File: config.mk
export PLATFORM = sky130hd
export DESIGN_NAME = lbw_top
export DESIGN_NICKNAME = d
export VERILOG_FILES = /design/src/verilog/lbw_pwm_core.v /design/src/verilog/lbw_top.v
export VERILOG_INCLUDE_DIRS = /design/src /design/src/verilog
export SDC_FILE = /design/constraint.sdc
export NUM_CORES = 1
export LEC_CHECK = 0
export BUFFER_PORTS_ARGS = -buffer_cell sky130_fd_sc_hd__buf_2
export CORE_AREA = 2 2 138 126
export CTS_BUF_LIST = sky130_fd_sc_hd__clkbuf_8
export CTS_CLUSTER_SIZE = 8
export DETAILED_ROUTE_END_ITERATION = 8
export DIE_AREA = 0 0 140 128
export PLACE_DENSITY = 0.52
export SETUP_SLACK_MARGIN = 0.4
export SLEW_MARGIN = 15
export SYNTH_ARGS = -nofsm -noshare
export SYNTH_HDL_FRONTEND = slang
export SYNTH_SLANG_ARGS = --single-unit
export TNS_END_PERCENT = 20
File: constraint.sdc
create_clock -name pclk -period 4.1 [get_ports pclk]
set_input_delay 0 -clock pclk [delete_from_list [all_inputs] [get_ports pclk]]
set_output_delay 0 -clock pclk [all_outputs]
set_load 0.02 [all_outputs]
File: src/verilog/lbw_consts.vh
// Register map, field positions, reset values and timing for the LED PWM
`ifndef LBW_CONSTS_VH
`define LBW_CONSTS_VH

// Register byte offsets
`define LBW_CFG_OFS 12'h000
`define LBW_LIMIT_OFS 12'h004
`define LBW_DELAY_OFS 12'h008
`define LBW_HOLD_OFS 12'h00C
`define LBW_STATUS_OFS 12'h010

// Configuration register fields
`define LBW_CFG_CTRL_LSB 0
`define LBW_CFG_CTRL_MSB 1
`define LBW_CFG_SRC_BIT 2
`define LBW_CFG_WDT_LSB 8
`define LBW_CFG_WDT_MSB 15

// Limit register fields (duty in the low byte)
`define LBW_LIM_DUTY_LSB 0
`define LBW_LIM_DUTY_MSB 7
`define LBW_LIM_MAX_LSB 8
`define LBW_LIM_MAX_MSB 15

// Delay register field
`define LBW_DLY_LSB 0
`define LBW_DLY_MSB 11

// Hold register fields (pause at top and bottom brightness)
`define LBW_HOLD_TOP_LSB 0
`define LBW_HOLD_TOP_MSB 7
`define LBW_HOLD_BOT_LSB 8
`define LBW_HOLD_BOT_MSB 15

// Status register fields
`define LBW_ST_WDT_LSB 0
`define LBW_ST_WDT_MSB 7
`define LBW_ST_CNT_LSB 8
`define LBW_ST_CNT_MSB 15
`define LBW_ST_OUT_BIT 16

// Mode control encodings
`define LBW_MODE_OFF 2'h0
`define LBW_MODE_BREATHE 2'h1
`define LBW_MODE_BLINK 2'h2
`define LBW_MODE_ON 2'h3

// Reset values
`define LBW_CTRL_RST 2'h0
`define LBW_SRC_RST 1'b0
`define LBW_WDT_RST 8'h14
`define LBW_DUTY_RST 8'h00
`define LBW_MAX_RST 8'hFF
`define LBW_DLY_RST 12'h000
`define LBW_HOLD_RST 8'h00

// Duty value that keeps the output on for the whole period
`define LBW_DUTY_FULL 8'hFF
// Watchdog time per reload count, milliseconds
`define LBW_WDT_UNIT_MS 200

`endif

File: src/verilog/lbw_pwm_core.v
// Delay prescaler, 8-bit period counter and duty comparator
`timescale 1ns/1ps
`default_nettype none

module lbw_pwm_core #(
    parameter DLY_W = 12,
    parameter CNT_W = 8
) (
    input wire clk,
    input wire rst_n,
    input wire run,
    input wire tick,
    input wire [DLY_W-1:0] reload,
    input wire [CNT_W-1:0] duty,
    output reg [CNT_W-1:0] count,
    output reg level
);
    reg [DLY_W-1:0] delay_cnt;
    wire [CNT_W-1:0] full = {CNT_W{1'b1}};

    // Prescaler: a step every reload+1 ticks, every tick for zero
    always @(posedge clk or negedge rst_n) begin
        if (!rst_n) begin
            delay_cnt <= {DLY_W{1'b0}};
            count <= {CNT_W{1'b0}};
        end else if (!run) begin
            delay_cnt <= {DLY_W{1'b0}};
            count <= {CNT_W{1'b0}};
        end else if (tick) begin
            if (delay_cnt == {DLY_W{1'b0}}) begin
                delay_cnt <= reload;
                count <= count + {{(CNT_W-1){1'b0}}, 1'b1};
            end else begin
                delay_cnt <= delay_cnt - {{(DLY_W-1){1'b0}}, 1'b1};
            end
        end
    end

    // Compare stage; an all-ones duty holds the level high throughout
    always @(posedge clk or negedge rst_n) begin
        if (!rst_n) begin
            level <= 1'b0;
        end else begin
            level <= run & ((duty == full) | (count < duty));
        end
    end
endmodule

`default_nettype wire

File: src/verilog/lbw_top.v
// APB-mapped blinking / general-purpose PWM with watchdog
//
// What this block does
// - Output from 8-bit counter versus duty compare
// - Hardware never changes the programmed duty
// - Counter is plain wrapping 8-bit up count
// - Delay counter prescales slow clock ticks
// - Duty zero off, duty all ones on
// - Prescale from delay field, duty from limits
// - Frequency is clock over reload+1 over 256
// - Blink period spans 7.8 ms to 32 s
// - Main clock source gives general-purpose PWM
// - Main clock rate, prescale up to FFFh
// - Watchdog runs only in general-purpose PWM
// - Watchdog: 8-bit down counter plus reload field
// - Counter and reload reset to 14h
// - Reload on config write or duty byte write
// - Decrement on each 5 Hz tick when non-zero
// - One-to-zero step: event, mode forced full on
// - Missing ticks hold the count
// - Reload zero disables; count is 200 ms
// - Breathing runs from slow clock time base
// - Top and bottom pause fields stored and read back only; output ignores them
// - Output active while count below duty
// - Zero reload passes ticks undivided
// - Timeout event lasts one clock
`timescale 1ns/1ps
`default_nettype none
`include "lbw_consts.vh"

module lbw_top #(
    parameter DLY_W = 12,
    parameter CNT_W = 8,
    parameter WDT_W = 8
) (
    input wire pclk,
    input wire presetn,
    input wire psel,
    input wire penable,
    input wire pwrite,
    input wire [11:0] paddr,
    input wire [31:0] pwdata,
    input wire [3:0] pstrb,
    output wire pready,
    output reg [31:0] prdata,
    output wire pslverr,
    input wire slow_clk_in,
    input wire main_clk_in,
    input wire wdt_tick,
    output reg indicator_output,
    output reg pwm_watchdog_event
);
    // Byte-lane merge for register writes
    function [31:0] lbw_merge;
        input [31:0] old_val;
        input [31:0] new_val;
        input [3:0] strb;
        integer i;
        begin
            lbw_merge = old_val;
            for (i = 0; i < 4; i = i + 1) begin
                if (strb[i]) begin
                    lbw_merge[i*8 +: 8] = new_val[i*8 +: 8];
                end
            end
        end
    endfunction

    // Address decode for the error path; the read mux decodes its own case
    function lbw_mapped;
        input [11:0] addr;
        begin
            lbw_mapped = (addr == `LBW_CFG_OFS) ||
                (addr == `LBW_LIMIT_OFS) ||
                (addr == `LBW_DELAY_OFS) ||
                (addr == `LBW_HOLD_OFS) ||
                (addr == `LBW_STATUS_OFS);
        end
    endfunction

    // Software-visible state
    reg [1:0] mode_ctrl;
    reg clock_source;
    reg [WDT_W-1:0] watchdog_reload_value;
    reg [CNT_W-1:0] duty_value;
    reg [CNT_W-1:0] max_value;
    reg [DLY_W-1:0] divider_reload;
    reg [7:0] hold_top;
    reg [7:0] hold_bottom;
    reg [WDT_W-1:0] wdt_count;

    // Clock-input synchronisers and edge detection
    reg slow_s1;
    reg slow_s2;
    reg slow_s3;
    reg main_s1;
    reg main_s2;
    reg main_s3;
    wire slow_tick;
    wire main_tick;

    // Bus phase decode
    wire setup_phase;
    wire wr_access;
    wire [31:0] cfg_image;
    wire [31:0] lim_image;
    wire [31:0] dly_image;
    wire [31:0] hold_image;
    wire [31:0] status_image;
    wire [31:0] cfg_new;
    wire [31:0] lim_new;
    wire [31:0] dly_new;
    wire [31:0] hold_new;
    wire cfg_wr;
    wire lim_wr;
    wire dly_wr;
    wire hold_wr;
    wire wdt_reload_now;

    // Mode decode and PWM core hookup
    wire gp_mode;
    wire core_run;
    wire core_tick;
    wire [CNT_W-1:0] core_count;
    wire core_level;
    wire wdt_timeout;
    reg [31:0] next_prdata;

    // Two flops on each pin before any logic reads it
    always @(posedge pclk or negedge presetn) begin
        if (!presetn) begin
            slow_s1 <= 1'b0;
            slow_s2 <= 1'b0;
            slow_s3 <= 1'b0;
            main_s1 <= 1'b0;
            main_s2 <= 1'b0;
            main_s3 <= 1'b0;
        end else begin
            slow_s1 <= slow_clk_in;
            slow_s2 <= slow_s1;
            slow_s3 <= slow_s2;
            main_s1 <= main_clk_in;
            main_s2 <= main_s1;
            main_s3 <= main_s2;
        end
    end

    // One-cycle strobes on rising edges of the sampled clocks
    assign slow_tick = slow_s2 & ~slow_s3;
    assign main_tick = main_s2 & ~main_s3;

    // Source and mode selection
    assign gp_mode = (mode_ctrl == `LBW_MODE_BLINK) & clock_source;
    assign core_tick = gp_mode ? main_tick : slow_tick;
    assign core_run = (mode_ctrl == `LBW_MODE_BLINK) |
        (mode_ctrl == `LBW_MODE_BREATHE);

    // Prescaler and counter; the duty input is only read here
    lbw_pwm_core #(
        .DLY_W(DLY_W),
        .CNT_W(CNT_W)
    ) u_core (
        .clk(pclk),
        .rst_n(presetn),
        .run(core_run),
        .tick(core_tick),
        .reload(divider_reload),
        .duty(duty_value),
        .count(core_count),
        .level(core_level)
    );

    // APB: zero wait states, error only on unmapped addresses
    assign pready = 1'b1;
    assign pslverr = psel & penable & ~lbw_mapped(paddr);
    assign setup_phase = psel & ~penable;
    assign wr_access = psel & penable & pwrite;

    // Register images as software sees them
    assign cfg_image = {16'h0000, watchdog_reload_value, 5'h00,
        clock_source, mode_ctrl};
    assign lim_image = {16'h0000, max_value, duty_value};
    assign dly_image = {20'h0_0000, divider_reload};
    assign hold_image = {16'h0000, hold_bottom, hold_top};
    assign status_image = {15'h0000, indicator_output, core_count,
        wdt_count};

    // Merged write data per register
    assign cfg_new = lbw_merge(cfg_image, pwdata, pstrb);
    assign lim_new = lbw_merge(lim_image, pwdata, pstrb);
    assign dly_new = lbw_merge(dly_image, pwdata, pstrb);
    assign hold_new = lbw_merge(hold_image, pwdata, pstrb);

    // Write strobes, taken in the access phase
    assign cfg_wr = wr_access & (paddr == `LBW_CFG_OFS);
    assign lim_wr = wr_access & (paddr == `LBW_LIMIT_OFS);
    assign dly_wr = wr_access & (paddr == `LBW_DELAY_OFS);
    assign hold_wr = wr_access & (paddr == `LBW_HOLD_OFS);
    assign wdt_reload_now = cfg_wr | (lim_wr & pstrb[0]);

    // Configuration register; a config write in the same cycle blocks the watchdog trip
    always @(posedge pclk or negedge presetn) begin
        if (!presetn) begin
            mode_ctrl <= `LBW_CTRL_RST;
            clock_source <= `LBW_SRC_RST;
            watchdog_reload_value <= `LBW_WDT_RST;
        end else begin
            if (cfg_wr) begin
                mode_ctrl <= cfg_new[`LBW_CFG_CTRL_MSB:`LBW_CFG_CTRL_LSB];
                clock_source <= cfg_new[`LBW_CFG_SRC_BIT];
                watchdog_reload_value <=
                    cfg_new[`LBW_CFG_WDT_MSB:`LBW_CFG_WDT_LSB];
            end
            if (wdt_timeout) begin
                mode_ctrl <= `LBW_MODE_ON;
            end
        end
    end

    // Limit register; duty is never changed by hardware
    always @(posedge pclk or negedge presetn) begin
        if (!presetn) begin
            duty_value <= `LBW_DUTY_RST;
            max_value <= `LBW_MAX_RST;
        end else if (lim_wr) begin
            duty_value <= lim_new[`LBW_LIM_DUTY_MSB:`LBW_LIM_DUTY_LSB];
            max_value <= lim_new[`LBW_LIM_MAX_MSB:`LBW_LIM_MAX_LSB];
        end
    end

    // Delay register, up to FFFh prescale
    always @(posedge pclk or negedge presetn) begin
        if (!presetn) begin
            divider_reload <= `LBW_DLY_RST;
        end else if (dly_wr) begin
            divider_reload <= dly_new[`LBW_DLY_MSB:`LBW_DLY_LSB];
        end
    end

    // Hold register: top and bottom pause fields, stored and read back only
    always @(posedge pclk or negedge presetn) begin
        if (!presetn) begin
            hold_top <= `LBW_HOLD_RST;
            hold_bottom <= `LBW_HOLD_RST;
        end else if (hold_wr) begin
            hold_top <= hold_new[`LBW_HOLD_TOP_MSB:`LBW_HOLD_TOP_LSB];
            hold_bottom <= hold_new[`LBW_HOLD_BOT_MSB:`LBW_HOLD_BOT_LSB];
        end
    end

    // Watchdog trips on the step from one to zero in PWM mode only
    assign wdt_timeout = gp_mode & wdt_tick & ~wdt_reload_now &
        (wdt_count == {{(WDT_W-1){1'b0}}, 1'b1});

    // Watchdog down counter; a reload takes priority over a tick
    always @(posedge pclk or negedge presetn) begin
        if (!presetn) begin
            wdt_count <= `LBW_WDT_RST;
        end else if (wdt_reload_now) begin
            wdt_count <= cfg_wr ?
                cfg_new[`LBW_CFG_WDT_MSB:`LBW_CFG_WDT_LSB] :
                watchdog_reload_value;
        end else if (gp_mode & wdt_tick &
            (wdt_count != {WDT_W{1'b0}})) begin
            wdt_count <= wdt_count - {{(WDT_W-1){1'b0}}, 1'b1};
        end
    end

    // Timeout event: a single-clock pulse
    always @(posedge pclk or negedge presetn) begin
        if (!presetn) begin
            pwm_watchdog_event <= 1'b0;
        end else begin
            pwm_watchdog_event <= wdt_timeout;
        end
    end

    // Output pin: off, counter compare, or forced on
    always @(posedge pclk or negedge presetn) begin
        if (!presetn) begin
            indicator_output <= 1'b0;
        end else begin
            case (mode_ctrl)
                `LBW_MODE_OFF: begin
                    indicator_output <= 1'b0;
                end
                `LBW_MODE_BREATHE: begin
                    indicator_output <= core_level;
                end
                `LBW_MODE_BLINK: begin
                    indicator_output <= core_level;
                end
                `LBW_MODE_ON: begin
                    indicator_output <= 1'b1;
                end
                default: begin
                    indicator_output <= 1'b0;
                end
            endcase
        end
    end

    // Read mux; unmapped addresses read as zero
    always @* begin
        next_prdata = 32'h0000_0000;
        case (paddr)
            `LBW_CFG_OFS: begin
                next_prdata = cfg_image;
            end
            `LBW_LIMIT_OFS: begin
                next_prdata = lim_image;
            end
            `LBW_DELAY_OFS: begin
                next_prdata = dly_image;
            end
            `LBW_HOLD_OFS: begin
                next_prdata = hold_image;
            end
            `LBW_STATUS_OFS: begin
                next_prdata = status_image;
            end
            default: begin
                next_prdata = 32'h0000_0000;
            end
        endcase
    end

    // Read data captured in the setup phase, stable through access
    always @(posedge pclk or negedge presetn) begin
        if (!presetn) begin
            prdata <= 32'h0000_0000;
        end else if (setup_phase & ~pwrite) begin
            prdata <= next_prdata;
        end
    end
endmodule

`default_nettype wire

# ---- Word level (Yosys, flattened, before mapping)
# Index checks and enable logic that the tools add are counted.
dict set report word_totals {
  ff_bits 124
  output_inout_bits 36
  inputBits 56
}
dict set report op_classes {
  reduce_logical 21
  n_lt_le_gt_ge 1
  bitwise 27
  add_sub_neg 3
  n_eq_ne 11
  n_mux 16
}
# operator n
set ops {}
lappend ops {{17-bit case mux with 5 select lines} 1}
lappend ops {{8-bit two-way mux} 7}
lappend ops {{12-bit two-way mux} 3}
lappend ops {{12-bit by 4-bit == test with 1-bit output (second input constant)} 2}
lappend ops {{12-bit zero test} 2}
lappend ops {{1-bit bitwise AND} 18}
lappend ops {{2-bit AND reduction} 9}
lappend ops {{12-bit by 3-bit == test with 1-bit output (second input constant)} 1}
lappend ops {{12-bit by 5-bit == test with 1-bit output (second input constant)} 1}
lappend ops {{12-bit by 1-bit subtractor with 12-bit output (second input constant)} 1}
lappend ops {{8-bit by 1-bit adder with 8-bit output (second input constant)} 1}
lappend ops {{8-bit by 1-bit == test with 1-bit output (second input constant)} 1}
lappend ops {{8-bit == test (second input constant)} 1}
lappend ops {{8-bit < comparator} 1}
lappend ops {{8-bit nonzero test} 1}
lappend ops {{8-bit by 1-bit subtractor with 8-bit output (second input constant)} 1}
lappend ops {{2-bit two-way mux} 3}
lappend ops {{1-bit inverter} 6}
lappend ops {{2-bit nonzero test} 3}
lappend ops {{2-bit == test (second input constant)} 2}
lappend ops {{1-bit logical OR} 4}
lappend ops {{2-bit inequality test (second input constant)} 2}
lappend ops {{1-bit OR} 3}
lappend ops {{1-bit case mux with 3 select lines} 1}
lappend ops {{other kinds (4)} 4}

# ---- Logic depth before layout (Yosys ltp)
dict set report logic_depth {
  depth_word 10
  mapped_depth 8
  ltp_nobuf 7
}

# ---- Hierarchy
# A second synthesis with hierarchy kept.
dict set report hier_totals {
  cells_unflattened 521
  hier_area_um2 5680.4
}
# module cells_per_inst instances area_per_inst_um2 seq_area_each_um2
set modules_own_cells {}
lappend modules_own_cells {lbw_top 360 1 4210.3 2217.1}
lappend modules_own_cells {lbw_pwm_core 161 1 1470.2 525.5}

# ---- Worst setup path before layout
# OpenSTA, ideal clock, no wires.
dict set report synth_path {
  kind {register -> register}
  from {register u_core.delay_cnt[0]}
  to {register u_core.count[5]}
  arrival_ns 2.016
  path_buffers 1
  stages_incl_launch_ff 9
  path_slack_ns 1.952
  cell_sequence {dfrtp_1 > inv_1 > ha_1 > or4b_1 > nor4_2 > clkbuf_1 > nand4_1 > xor2_1 > nor2_1}
}
dict set report synth_via {
  elab_chain_len 3
}
# item line_no
set synth_lines {}
lappend synth_lines {{start: declaration} lbw_pwm_core.v:18} ;# reg [DLY_W-1:0] delay_cnt;
lappend synth_lines {{start signal: assignment} lbw_pwm_core.v:24} ;# delay_cnt <= {DLY_W{1'b0}};
lappend synth_lines {{start signal: assignment} lbw_pwm_core.v:27} ;# delay_cnt <= {DLY_W{1'b0}};
lappend synth_lines {{start signal: assignment} lbw_pwm_core.v:31} ;# delay_cnt <= reload;
lappend synth_lines {{12-bit zero test} lbw_pwm_core.v:30} ;# if (delay_cnt == {DLY_W{1'b0}}) begin
lappend synth_lines {{2-bit inequality test (no source line)} n/a}
lappend synth_lines {{2-bit AND reduction (no source line)} n/a}
lappend synth_lines {{end signal: assignment} lbw_pwm_core.v:25} ;# count <= {CNT_W{1'b0}};
lappend synth_lines {{end signal: assignment} lbw_pwm_core.v:28} ;# count <= {CNT_W{1'b0}};
lappend synth_lines {{end signal: assignment} lbw_pwm_core.v:32} ;# count <= count + {{(CNT_W-1){1'b0}}, 1'b1};
lappend synth_lines {{end: declaration} lbw_pwm_core.v:15} ;# output reg [CNT_W-1:0] count,
# Every way passes these cells.
# A chain may end at the register's enable or synchronous reset.

# ---- Worst setup path after layout
dict set report layout_path {
  from {register u_core.delay_cnt[0]}
  to {register u_core.count[4]}
}
# The elaborated chain is that of the path after synthesis.

==> impl_metrics.ini <==
[status]
run_status = finished with violations
violations = design-rule violations

[yosys]
synth.top_cells.by_area = sky130_fd_sc_hd__dfrtp_1 43%, sky130_fd_sc_hd__mux2_2 11%, sky130_fd_sc_hd__dfstp_2 5.5%
yosys.area.top_type_share_pct = 42.7
synth_seq_area_share_pct = 48.2
dominant_register_cell_in_the_synthesized_netlist = sky130_fd_sc_hd__dfrtp_1
syn-mean-instance-area_um2 = 10.6
synthCells = 537
synth_commonest_cells = 97 x sky130_fd_sc_hd__dfrtp_1, 58 x sky130_fd_sc_hd__mux2_2, 47 x sky130_fd_sc_hd__nand2_1, 47 x sky130_fd_sc_hd__o21ai_0, 23 x sky130_fd_sc_hd__nand3_1
synthesis.area_um2 = 5690
ys.warnings.count = 0
yosys.cell_count.top_type = sky130_fd_sc_hd__dfrtp_1
synth_enable_flop_cells = 0
yosys_register_bits = 109
post-synth-top-area-cell = sky130_fd_sc_hd__dfrtp_1
postSynth.asyncResetShare_pct = 100
synth_cell_types = 59

[clock_tree]
worst_setup_hold_path_clk_slew_ns = 0.11
ctsLongestPathBuffers = 2
clock_insertion_delay_worst_skew_ns = 0.41
cts.sink_count = 109
clock_tree_from_tritoncts = yes
cts_max_level = 3
root_buf_cell = sky130_fd_sc_hd__clkbuf_8
numCtsBuffers = 9
cts_resized = 0

[setup_path]
critPathKind = register to register
crit_family = simple AND/OR/NAND/NOR gates
rrSetupSlack_ns = 1.63
crit_path_cell_trace = inv_1 > ha_1 > or4b_1 > nor2_1 > nand3_1 > or3_1 > a21oi_1
end_kind = register
reg2reg_depth = 7
worst_path_largest_cell_delay_ns = 0.51
cpMaxStageDelayCell = sky130_fd_sc_hd__or4b_1
crit_start = u_core.delay_cnt[0]
timing.rr.end = u_core.count[4]
critPathRequiredTime_ns = 4.41
timing.critical_path.arrival_ns = 2.78
reg2reg_from = u_core.delay_cnt[0]
cp_num_buf_inv = 1
worstPathMaxFanout = 8
timing.critical_path.from_type = register

[min_path]
timing.hold.worst_endpoint = mode_ctrl[0]
timing.hold.worst_path_depth = 4
timing.hold.worst.start = paddr[5]
timing.hold.worst.class = input pin to register

[floorplan]
fp.dieW_um = 140
floorplan.io_pins = 92
coreArea_um2 = 16600
num_rows = 45
die_height_um = 128
dieArea_um2 = 17900
initial_cell_density_of_the_core_pct = 34.2

[sta]
fin_skew_ns = 0.0151
maxClockFrequency_ghz = 0.405
slew_viol_final = 0
layout_worst_path_cycle_share_pct = 60.3
final_hold_viol_count = 0
rsz0062_at_grt = false
slew_limit_headroom_pct = 41.1
finalSetupViolations = 0
final_period_minus_worst_setup_slack_ns = 2.47
tightestPinTransition_ns = 0.875
total_negative_slack_for_setup_checks_ns = 0

[placement]
post-dp-hpwl_um = 11200
io_buffer_count = 57
routabilityCongestion = 0.860

[grt]
globalRouteTotalUtil_pct = 17.5
vias_in_the_first_global_route = 4314
grt_first_pass_wirelength_um = 24300
largest_net_degree_at_the_start_of_global_routing = 56
number_of_antenna_violations_at_the_first_check_in_global_routing = 0
globalRouteOverflowTotal = 0

[power]
power.switching_mw = 0.510
power_density_nw_per_um2 = 287
internal_power_mw = 1.36
total_power_mw = 1.87
p_comb_share_pct = 6.7
p_leak_nw = 3.10
power_frac_seq_pct = 57.9
switching_share_pct = 27.3
clock_power_share_pct = 35.4
peakVddDrop_uv = 155

[detailed_routing]
totalWireLength_um = 15100
ant_nets = 0
vias_per_cell = 5.35
drt_pass1_iterations = 9
drc = 7
avgRoutedWirePerCell_um = 18.3
initialDrtViolationCount = 363
detailroute.via_count = 4400

[layout]
layout.nets = 677
drive_gt1_share_pct = 26.4
finalCoreUtilization_pct = 39.2
diodes = 0
fill_cell_count = 1602
area_growth_pct = 14.4

[flow_run]
cap_violations = 0
[per-layer routing]
metal | wire length [um] | up-vias | global-route usage (%)
met5 | 0 | - | 0
li1 | - | 2056 | -
met4 | 201 | 0 | 4.46
met3 | 891 | 14 | 4.11
met1 | 7120 | 2182 | 25.1
met2 | 6860 | 148 | 26.9
[power by group through the flow]
| stage | combinational, mW | clock, mW | sequential (mW) |
|---|---|---|---|
| 2_1_floorplan | 0.0615 | 0 | 1.10 |
| 3_3_place_gp | 0.112 | 0 | 1.10 |
| 3_5_place_dp | 0.112 | 0 | 1.10 |
| 4_1_cts | 0.127 | 0.680 | 1.08 |
| 5_1_grt | 0.138 | 0.724 | 1.08 |
| 6_report | 0.126 | 0.660 | 1.08 |
[logic make-up after synthesis]
kind of cell	count (synthesis)	synth area share, %
XOR/XNOR	8	1.23
flip-flops	109	48.2
other	2	0.132
AND/OR/NAND/NOR	158	15.0
buffers and inverters	59	5.10
multiplexers	76	14.9
adder cells (fa/ha/maj)	15	3.30
AO/OA/AOI/OAI	110	12.2
[repair_timing]
item	4_1_cts	5_1_grt
hold endpoints to repair	154	0
setup buffers	0	0
hold buffers	19	0
[layout by cell type, fill, tap and decap left out, types with 6 or more instances in the layout]
cell type / Yosys / final
sky130_fd_sc_hd__a21oi_1: 20 / 20
sky130_fd_sc_hd__a22oi_1: 7 / 7
sky130_fd_sc_hd__a2bb2oi_1: 8 / 8
sky130_fd_sc_hd__buf_2: 4 / 56
sky130_fd_sc_hd__buf_4: 17 / 8
sky130_fd_sc_hd__clkbuf_8: 0 / 9
sky130_fd_sc_hd__conb_1: 2 / 16
sky130_fd_sc_hd__dfrtp_1: 97 / 97
sky130_fd_sc_hd__dfstp_2: 12 / 12
sky130_fd_sc_hd__dlygate4sd3_1: 0 / 19
sky130_fd_sc_hd__ha_1: 15 / 15
sky130_fd_sc_hd__inv_1: 19 / 19
sky130_fd_sc_hd__mux2_2: 58 / 58
sky130_fd_sc_hd__mux2i_1: 15 / 15
sky130_fd_sc_hd__nand2_1: 47 / 47
sky130_fd_sc_hd__nand3_1: 23 / 23
sky130_fd_sc_hd__nand4_1: 8 / 8
sky130_fd_sc_hd__nor2_1: 19 / 19
sky130_fd_sc_hd__nor3_1: 16 / 16
sky130_fd_sc_hd__o21ai_0: 47 / 47
sky130_fd_sc_hd__or3_1: 6 / 6
sky130_fd_sc_hd__xor2_1: 7 / 7
[metrics by stage]
step | instance area, um2 | hold slack [ns] | worst slack, ns | cells
after CTS | 6510 | 0.0631 | 1.68 | 822
after detailed placement | 6130 | 0.111 | 1.62 | 787
after global routing | 6510 | 0.0593 | 1.50 | 822
after floorplan | 5740 | -0.296 | 1.95 | 551
after global placement | 6130 | 0.108 | 1.65 | 787
final | 6510 | 0.0938 | 1.63 | 822
[worst register-to-register path, stage by stage (launching register included)]
cell	delay, ns
sky130_fd_sc_hd__dfrtp_1	0.43
sky130_fd_sc_hd__inv_1	0.12
sky130_fd_sc_hd__ha_1	0.21
sky130_fd_sc_hd__or4b_1	0.51
sky130_fd_sc_hd__nor2_1	0.21
sky130_fd_sc_hd__nand3_1	0.31
sky130_fd_sc_hd__or3_1	0.45
sky130_fd_sc_hd__a21oi_1	0.16
[flip-flops by register name (all words and copies together) (netlist names), 2 cells and up]
name / cells
hold_top: 8
hold_bottom: 8
mode_ctrl: 2
duty_value: 8
max_value: 8
divider_reload: 12
u_core.count: 8
prdata: 17
watchdog_reload_value: 8
u_core.delay_cnt: 12
wdt_count: 8
[how the worst max path moves through the flow]
| stage | slack (ns) | cells after the start | end |
|---|---|---|---|
| 6_report | 1.63 | 7 | u_core.count[4] |
| 5_1_grt | 1.50 | 7 | u_core.count[3] |
| 4_1_cts | 1.68 | 7 | u_core.count[4] |
| 3_5_place_dp | 1.62 | 6 | wdt_count[5] |
| 3_3_place_gp | 1.65 | 6 | wdt_count[1] |
| 2_1_floorplan | 1.95 | 8 | u_core.count[5] |
[layout make-up]
type / count / area (um2) / area share (%)
clock inverters: 7 / 65.1 / 1.00
well taps: 211 / 264 / 4.06
multi-input cells: 383 / 2710 / 41.6
repair buffers: 83 / 531 / 8.15
flip-flops and latches: 109 / 2740 / 42.1
inverters: 20 / 75.1 / 1.15
clock buffers: 9 / 124 / 1.90
No activity file was read; power rests on OpenSTA's default activity.
